$ cat config.mk
export PLATFORM = sky130hd
export DESIGN_NAME = tpd_decoder
export DESIGN_NICKNAME = d
export VERILOG_FILES = /design/src/pkg/tpd_pkg.sv /design/src/design/tpd_decoder.sv
export SDC_FILE = /design/constraint.sdc
export NUM_CORES = 1
export LEC_CHECK = 0
export BUFFER_PORTS_ARGS = -buffer_cell sky130_fd_sc_hd__buf_4
export CAP_MARGIN = 25
export CORE_ASPECT_RATIO = 1.4
export CORE_UTILIZATION = 55
export CTS_CLUSTER_DIAMETER = 100
export DETAILED_ROUTE_END_ITERATION = 12
export GPL_ROUTABILITY_DRIVEN = 0
export HOLD_SLACK_MARGIN = 0.02
export PLACE_DENSITY_LB_ADDON = 0.12
export SYNTH_ARGS = -nofsm -noshare
export SYNTH_HDL_FRONTEND = slang
export SYNTH_SLANG_ARGS = --single-unit
$ cat constraint.sdc
create_clock -name clk -period 2.9 [get_ports clk]
set_clock_uncertainty 0.1 [all_clocks]
set_input_delay 0.435 -clock clk [delete_from_list [all_inputs] [get_ports clk]]
set_output_delay 0.435 -clock clk [all_outputs]
set_load 0.01 [all_outputs]
$ cat src/pkg/tpd_pkg.sv
/*
 Constants and types for the three-phase gate input decoder.
 Assumes a single clock domain; pin inputs other than the state code and dwell pins are synchronous to clk.
*/
package tpd_pkg;

    // Input mode encodings
    typedef enum logic [1:0] {
        TPD_MODE_SIX    = 2'b00,
        TPD_MODE_THREE  = 2'b01,
        TPD_MODE_SINGLE = 2'b10,
        TPD_MODE_RSVD   = 2'b11
    } tpd_mode_t;

    localparam tpd_mode_t TPD_MODE_RESET = TPD_MODE_SIX;

    // Commutation table selection
    localparam logic TPD_TBL_ACTIVE_FW = 1'b0;
    localparam logic TPD_TBL_DIODE_FW = 1'b1;
    localparam logic TPD_TBL_RESET = TPD_TBL_ACTIVE_FW;

    // Per-phase drive kind inside a commutation state
    localparam logic [1:0] TPD_PH_OFF = 2'h0;
    localparam logic [1:0] TPD_PH_PWM = 2'h1;
    localparam logic [1:0] TPD_PH_LOW = 2'h2;

    // State codes: bit0 from phase A low pin, bit1 phase B high, bit2 phase B low
    localparam logic [2:0] TPD_CODE_STOP = 3'h0;
    localparam logic [2:0] TPD_CODE_BA = 3'h1;
    localparam logic [2:0] TPD_CODE_AC = 3'h2;
    localparam logic [2:0] TPD_CODE_BC = 3'h3;
    localparam logic [2:0] TPD_CODE_CB = 3'h4;
    localparam logic [2:0] TPD_CODE_CA = 3'h5;
    localparam logic [2:0] TPD_CODE_AB = 3'h6;
    localparam logic [2:0] TPD_CODE_ALIGN = 3'h7;
    localparam logic [2:0] TPD_CODE_RESET = TPD_CODE_STOP;

    // Phase drive field positions in a 6-bit kind vector
    localparam int TPD_POS_A = 0;
    localparam int TPD_POS_B = 2;
    localparam int TPD_POS_C = 4;

    typedef struct packed {
        tpd_mode_t mode;
        logic tbl;
        logic [2:0] code_s1;
        logic [2:0] code_s2;
        logic dwell_s1;
        logic dwell_s2;
        logic [2:0] cur_code;
        logic [2:0] prev_code;
        logic in_dwell;
        logic hg_a;
        logic lg_a;
        logic hg_b;
        logic lg_b;
        logic hg_c;
        logic lg_c;
    } tpd_state_t;

endpackage

$ cat src/design/tpd_decoder.sv
/*
 Gate input decoder: turns PWM and GPIO pins into six gate-drive commands
 in six-input, three-input or single-input (table) mode with dwell states.
 Assumes pins are synchronous to clk except the state code and dwell pins,
 which are synchronised here; dead time and analog drive sit downstream.
*/
`timescale 1ns/1ps
`default_nettype none

// Function
// RULE1: Six-input, both inputs high: both gates off
// RULE2: Six-input, single high input drives matching gate
// RULE3: Three-input: high follows input, low complements
// RULE4: Three-input: low-side pins fully ignored
// RULE5: Single-input: PWM on A-high, code from pins
// RULE6: Code selects six steps, align, stop
// RULE7: PWM accepted at any duty, continuous high
// RULE8: Table outputs obey user drive settings
// RULE9: Controller holds dwell pin high during change
// RULE10: Dwell state held until dwell pin low
// RULE11: Dwell pin may stay low if unused
// RULE12: Single-input: phase C low pin ignored
// RULE13: Table chosen by configuration select field
// RULE14: Active freewheel code AB: A pwm/!pwm, B low
// RULE15: Mode from configuration field, six after reset
// RULE16: Code and dwell pins synchronised before decode
module tpd_decoder
    import tpd_pkg::*;
(
    // Clock and reset
    input wire logic clk,
    input wire logic rst,
    input wire logic clk_en,
    // Configuration
    input wire logic cfg_load,
    input wire logic [1:0] cfg_mode,
    input wire logic cfg_table,
    input wire logic drive_enable,
    // PWM and GPIO pins
    input wire logic phase_a_high_in,
    input wire logic phase_a_low_in,
    input wire logic phase_b_high_in,
    input wire logic phase_b_low_in,
    input wire logic dwell_request_in,
    input wire logic phase_c_low_in,
    // Gate commands
    output logic high_gate_out_a,
    output logic low_gate_out_a,
    output logic high_gate_out_b,
    output logic low_gate_out_b,
    output logic high_gate_out_c,
    output logic low_gate_out_c
);

    tpd_state_t st;
    tpd_state_t next_st;

    // Drive kinds per phase for each state code
    function automatic logic [5:0] step_kinds(input logic [2:0] code);
        logic [5:0] k;
        k = {TPD_PH_OFF, TPD_PH_OFF, TPD_PH_OFF};
        case (code) // [RULE6]
            TPD_CODE_AB: k = {TPD_PH_OFF, TPD_PH_LOW, TPD_PH_PWM}; // [RULE14]
            TPD_CODE_AC: k = {TPD_PH_LOW, TPD_PH_OFF, TPD_PH_PWM};
            TPD_CODE_BC: k = {TPD_PH_LOW, TPD_PH_PWM, TPD_PH_OFF};
            TPD_CODE_BA: k = {TPD_PH_OFF, TPD_PH_PWM, TPD_PH_LOW};
            TPD_CODE_CA: k = {TPD_PH_PWM, TPD_PH_OFF, TPD_PH_LOW};
            TPD_CODE_CB: k = {TPD_PH_PWM, TPD_PH_LOW, TPD_PH_OFF};
            TPD_CODE_ALIGN: k = {TPD_PH_LOW, TPD_PH_LOW, TPD_PH_PWM};
            default: k = {TPD_PH_OFF, TPD_PH_OFF, TPD_PH_OFF};
        endcase
        return k;
    endfunction

    // Overlap of two steps; a phase asked to both switch and clamp stays off
    function automatic logic [1:0] merge_kind(input logic [1:0] a, input logic [1:0] b);
        logic [1:0] m;
        m = TPD_PH_OFF;
        if (a == b) begin
            m = a;
        end else if (a == TPD_PH_OFF) begin
            m = b;
        end else if (b == TPD_PH_OFF) begin
            m = a;
        end
        return m;
    endfunction

    // Expand a kind into {high, low} gate levels
    function automatic logic [1:0] gates(input logic [1:0] k, input logic pwm, input logic tbl);
        logic [1:0] g;
        g = 2'h0;
        if (k == TPD_PH_PWM) begin
            g = {pwm, (tbl == TPD_TBL_ACTIVE_FW) ? ~pwm : 1'b0}; // [RULE13] [RULE7]
        end else if (k == TPD_PH_LOW) begin
            g = 2'h1;
        end
        return g;
    endfunction

    always_comb begin
        logic [5:0] kn;
        logic [5:0] kp;
        logic [5:0] kv;
        logic [1:0] ga;
        logic [1:0] gb;
        logic [1:0] gc;
        next_st = st;
        kn = 6'h0;
        kp = 6'h0;
        kv = 6'h0;
        ga = 2'h0;
        gb = 2'h0;
        gc = 2'h0;
        if (cfg_load) begin
            next_st.mode = tpd_mode_t'(cfg_mode); // [RULE15]
            next_st.tbl = cfg_table; // [RULE13]
        end
        // Two-stage synchronisers on the code and dwell pins
        next_st.code_s1 = {phase_b_low_in, phase_b_high_in, phase_a_low_in}; // [RULE5] [RULE16]
        next_st.code_s2 = st.code_s1;
        next_st.dwell_s1 = dwell_request_in;
        next_st.dwell_s2 = st.dwell_s1;
        if (st.code_s2 != st.cur_code) begin
            next_st.prev_code = st.cur_code;
            next_st.cur_code = st.code_s2;
            next_st.in_dwell = st.dwell_s2; // [RULE10]
        end else if (st.in_dwell && !st.dwell_s2) begin
            next_st.in_dwell = 1'b0; // [RULE10]
        end
        kn = step_kinds(next_st.cur_code);
        kp = step_kinds(next_st.prev_code);
        kv = kn;
        if (next_st.in_dwell) begin
            kv[1:0] = merge_kind(kp[1:0], kn[1:0]);
            kv[3:2] = merge_kind(kp[3:2], kn[3:2]);
            kv[5:4] = merge_kind(kp[5:4], kn[5:4]);
        end
        case (st.mode)
            TPD_MODE_SIX: begin
                // Both high is shoot-through, so both off [RULE1] [RULE2]
                ga = {phase_a_high_in & ~phase_a_low_in, phase_a_low_in & ~phase_a_high_in};
                gb = {phase_b_high_in & ~phase_b_low_in, phase_b_low_in & ~phase_b_high_in};
                gc = {dwell_request_in & ~phase_c_low_in, phase_c_low_in & ~dwell_request_in};
            end
            TPD_MODE_THREE: begin
                // Low pins not read here [RULE3] [RULE4]
                ga = {phase_a_high_in, ~phase_a_high_in};
                gb = {phase_b_high_in, ~phase_b_high_in};
                gc = {dwell_request_in, ~dwell_request_in};
            end
            TPD_MODE_SINGLE: begin
                // Phase C low pin never reaches this path [RULE12]
                ga = gates(kv[TPD_POS_A +: 2], phase_a_high_in, st.tbl); // [RULE5]
                gb = gates(kv[TPD_POS_B +: 2], phase_a_high_in, st.tbl);
                gc = gates(kv[TPD_POS_C +: 2], phase_a_high_in, st.tbl);
            end
            default: begin
                ga = 2'h0;
                gb = 2'h0;
                gc = 2'h0;
            end
        endcase
        if (!drive_enable) begin
            ga = 2'h0; // [RULE8]
            gb = 2'h0;
            gc = 2'h0;
        end
        {next_st.hg_a, next_st.lg_a} = ga;
        {next_st.hg_b, next_st.lg_b} = gb;
        {next_st.hg_c, next_st.lg_c} = gc;
    end

    always_ff @(posedge clk or posedge rst) begin
        if (rst) begin
            st <= '0;
            st.mode <= TPD_MODE_RESET;
            st.tbl <= TPD_TBL_RESET;
            st.cur_code <= TPD_CODE_RESET;
            st.prev_code <= TPD_CODE_RESET;
        end else if (clk_en) begin
            st <= next_st;
        end
    end

    assign high_gate_out_a = st.hg_a;
    assign low_gate_out_a = st.lg_a;
    assign high_gate_out_b = st.hg_b;
    assign low_gate_out_b = st.lg_b;
    assign high_gate_out_c = st.hg_c;
    assign low_gate_out_c = st.lg_c;
endmodule

`default_nettype wire

Word-level counts from Yosys, hierarchy flattened
Cells that the tools add are included.

storage, ports and cells
  bits in latches = 0
  register bits = 24
  RAM bits = 0
  memory bits (read-only) = 0
  memories kept = 0
  input bits = 14

operators by class
  bitwise logic cells = 12
  shifts and indexed selects = 0
  $mul = 0
  order comparisons = 0
  equality and inequality tests = 26
  $add $sub $neg = 0
  multiplexer cells = 28
  div/mod/pow operators = 0
  reductions and logical operators = 10

operators by type and width
  cell                                           count
  case mux 6 bit (7 select lines)                2
  two-way mux 2 bit                              15
  == test 3 bit, second input constant           8
  case mux 2 bit (3 select lines)                3
  zero test 2 bit                                7
  == test 3 x 2 -> 1 bit, second input constant  4
  two-way mux 6 bit                              2
  == test 2 x 1 -> 1 bit, second input constant  4
  == test 2 bit, second input constant           4
  AND 1 bit                                      6
  == test 2 bit                                  3
  == test 3 x 1 -> 1 bit, second input constant  2
  two-way mux 1 bit                              6
  inverter 1 bit                                 6
  != test 3 bit                                  1
  AND reduction 2 bit                            1
  logical AND 1 bit                              1
  zero test 1 bit                                1

Depth between registers and ports, before layout
  depth after elaboration = 14
  depth in mapped cells = 8
  gate-level depth less buffers = 6

Least setup slack after synthesis
No wires, ideal clock.

  path type = flip-flop to flip-flop
  start = register st[10] in the netlist's numbering
  end = register st, in the netlist low_gate_out_c
  stages on the path, launching flop included = 8
  data arrival time = 1.908 ns
  slack = 0.815 ns
  clock period less this slack = 2.085 ns
  cell sequence = dfrtp_1 buf_6 xor2_2 or3_4 mux2i_4 a41oi_2 or3_1 a21oi_1

between the ends
  word-level cells in the longest chain between the ends = 14

RTL lines
  item                                         line                RTL
  from (decl)                                  tpd_decoder.sv:55   tpd_state_t st;
  from (signal assigned)                       tpd_decoder.sv:182  st <= next_st;
  != test 3 bit                                tpd_decoder.sv:124  if (st.code_s2 != st.cur_code) begin
  two-way mux 6 bit                            tpd_decoder.sv:124
  == test 3 bit, or another cell as far along  tpd_decoder.sv:62   case (code)
  case mux 6 bit (7 select lines)              tpd_decoder.sv:62
  zero test 2 bit                              tpd_decoder.sv:83   end else if (b == TPD_PH_OFF) begin
  two-way mux 2 bit                            tpd_decoder.sv:83
  two-way mux 2 bit                            tpd_decoder.sv:81   end else if (a == TPD_PH_OFF) begin
  two-way mux 2 bit                            tpd_decoder.sv:79   if (a == b) begin
  two-way mux 6 bit *                          tpd_decoder.sv:134  if (next_st.in_dwell) begin
  == test 2 bit                                tpd_decoder.sv:95   end else if (k == TPD_PH_LOW) begin
  two-way mux 1 bit                            tpd_decoder.sv:95
  two-way mux 2 bit *                          tpd_decoder.sv:93   if (k == TPD_PH_PWM) begin
  case mux 2 bit (3 select lines) *            tpd_decoder.sv:139  case (st.mode)
  two-way mux 2 bit *                          tpd_decoder.sv:164  if (!drive_enable) begin

Mark *: on every way between the ends. The rest lies on a longest branch, timed or not.
A chain may end at the register's enable or synchronous reset.

Final worst setup path
Ends and elaborated chain as after synthesis.

==> flow_summary.ini <==
[clock_network]
clkTransAtPathRegs_ps = 120
cts_hold_buffers = 0
clk_latency_ps = 310
cts-resized-gates = 0
cts_buffers = 3
cts_tree = built
root_buffer = clkbuf_4
clock_path_buffers = 2
htreeDepth = 1
cts_setup_buffers = 0
cts.sinks = 24

[routing]
ant_nets = 0
via_count = 1324
viasPerCell = 6.25
dr.pass1.iters = 4
drt_iter0_drc = 53
drc = 0
wl_per_cell_um = 16.8
drt_wl_total_um = 3560

[cells_and_area]
layout.nets = 192
final_cell_area_mm2 = 0.00169
area_delta_synth_final_pct = 8.67
diodes = 0
nFillCells = 248
drive_gt1_share_pct = 25.6
final_util_pct = 64.1

[floorplanning]
die-area_mm2 = 0.00305
dieHeight_um = 65.0
die_w_um = 47.0
io_pins = 20
num_rows = 22
initial_utilization_pct = 58.9
coreArea_mm2 = 0.00264

[synthesis]
synth_edf_count = 0
netlist_instances = 164
yosys.area_share.simple_pct = 14.8
ys_warn_count = 0
synth_compound_gate_area_share_pct = 22.7
synth_fa_ha_area_share_pct = 0
async_flop_share_pct = 100
syn_area_mm2 = 0.00156
yosys.cell_types.count = 45
yosys.area.top_type_share_pct = 38.6
synthXorXnorAreaFrac_pct = 2.65
synth.most_common_cell = dfrtp_1
yosysTopAreaCell = dfrtp_1
seq_area_frac_synth_pct = 38.6
yosys-top-cells-area = dfrtp_1 (39%), mux2_2 (9.4%), nand2_1 (4.6%), a21oi_1 (4.2%), o21ai_0 (3.2%)
synth.net_count = 178
syn_avg_cell_area_um2 = 9.50
yosys-mux-area-fraction_pct = 14.1
ys_ff_latch = 24
ys.flop_type = dfrtp_1
synth_top_family_by_area = compound AO/OA/AOI/OAI gates
yosys-top-cells-count = dfrtp_1 (24), nand2_1 (19), a21oi_1 (13), mux2_2 (13)

[sta]
finalHoldViolations = 0
setup_tns_ps = 0
maxSlewViolCount = 0
min_period_ps = 2300
relSlewSlack_pct = 38.8
finalCritPeriodShare_pct = 79.4
worst_slew_pin_slew_ps = 917
rsz0062_at_grt = false
setup_viol = 0
fmaxAchievable_ghz = 0.435

[grt]
grt_pass1_wl_um = 5660
gr-total-overflow = 0
grt_max_degree = 25
grtUsageTotal_pct = 26.1
antenna_found_initial = 0
grt_pass1_vias = 1241

[pwr]
p_per_area_mw_per_mm2 = 585
p_leak_uw = 0.000716
ir_drop_mv = 0.373

[critical_path]
critPathRequiredTime_ps = 3050
cp-end-kind = flop
cp_max_fo = 11
cp.arrival_ps = 2450
path_class = flop to flop
critPathLaunchType = flop

[run]
cap_violations = 0

[placement]
port_buffers = 19
placed_area_mm2 = 0.00167
dp_hpwl_um = 2680

[hold_path]
hp-class = primary input to asynchronous set/reset pin

[status]
status = complete, no violations
power breakdown:
group | switching (uW) | internal (uW)
sequential | 93.7 | 387
combinational | 200 | 166
clock | 95.8 | 48.7
total | 389 | 601
cell type report:
| cell class | count | area, um^2 | share of cell area, % |
|---|---|---|---|
| Clock buffer | 3 | 22.5 | 1.33 |
| Inverter | 10 | 37.5 | 2.22 |
| Multi-Input combinational cell | 120 | 845 | 49.9 |
| Sequential cell | 24 | 601 | 35.5 |
| Tap cell | 36 | 45.0 | 2.66 |
| Timing Repair Buffer | 19 | 143 | 8.43 |
cell families (layout without fill, tap and decap cells):
family,after synthesis,in the layout
buffers and inverters,20,32
AOI/OAI and AO/OA,52,52
muxes,19,19
and+or+nand+nor,46,46
xor gates and xnor gates,3,3
DFF,24,24
layout by cell type (no fill, tap or decap), drive strengths merged, types with 4 or more instances in the layout:
cell and n:
dfrtp 24, nand2 19, buf 19, mux2 14, o21ai 14, a21oi 13, inv 10, nor2 7
nand2b 5, mux2i 5, a31oi 4
flip-flops by register name (all words and copies together) (netlist names):
name	flops
low_gate_out_b	1
low_gate_out_a	1
high_gate_out_a	1
low_gate_out_c	1
next_st	4
st	14
high_gate_out_b	1
high_gate_out_c	1
worst paths after layout:
| kind | startpoint | slack [ps] | cells past startpoint | end |
|---|---|---|---|---|
| worst max-delay path | st[10] | 600 | 6 | low_gate_out_c |
| worst min-delay path | rst | 210 | 2 | next_st[15] |
| worst max register to register | st[10] | 600 | 6 | low_gate_out_c |
| worst min register to register | next_st[17] | 400 | 2 | st[17] |
| max in group asynchronous | rst | 1930 | 2 | high_gate_out_b |
| min in group clk | cfg_table | 240 | 2 | st[21] |
critical path, stage by stage, from the launching register on:
cell and delay [ps]:
dfrtp_1 490, xor2_2 230, or3_4 490, mux2i_4 240
a41oi_2 150, or3_1 400, a21oi_1 150
through the flow:
stage | total power, uW | std cells | hold slack (ps) | setup slack (ps)
2_1_floorplan | 768 | 164 | 349 | 815
3_3_place_gp | 835 | 209 | 371 | 689
3_5_place_dp | 844 | 209 | 376 | 632
4_1_cts | 992 | 212 | 233 | 621
5_1_grt | 1050 | 212 | 231 | 505
6_report | 991 | 212 | 211 | 599
layer usage:
layer | vias up | global-route usage (%) | part of all wire (%)
met5 | - | 0 | 0
met4 | 0 | 10.0 | 1.7
met3 | 7 | 1.95 | 5.3
met2 | 50 | 44.4 | 52
met1 | 642 | 33.0 | 41
li1 | 625 | - | -
Note: power is estimated with default switching activity, not from simulation.
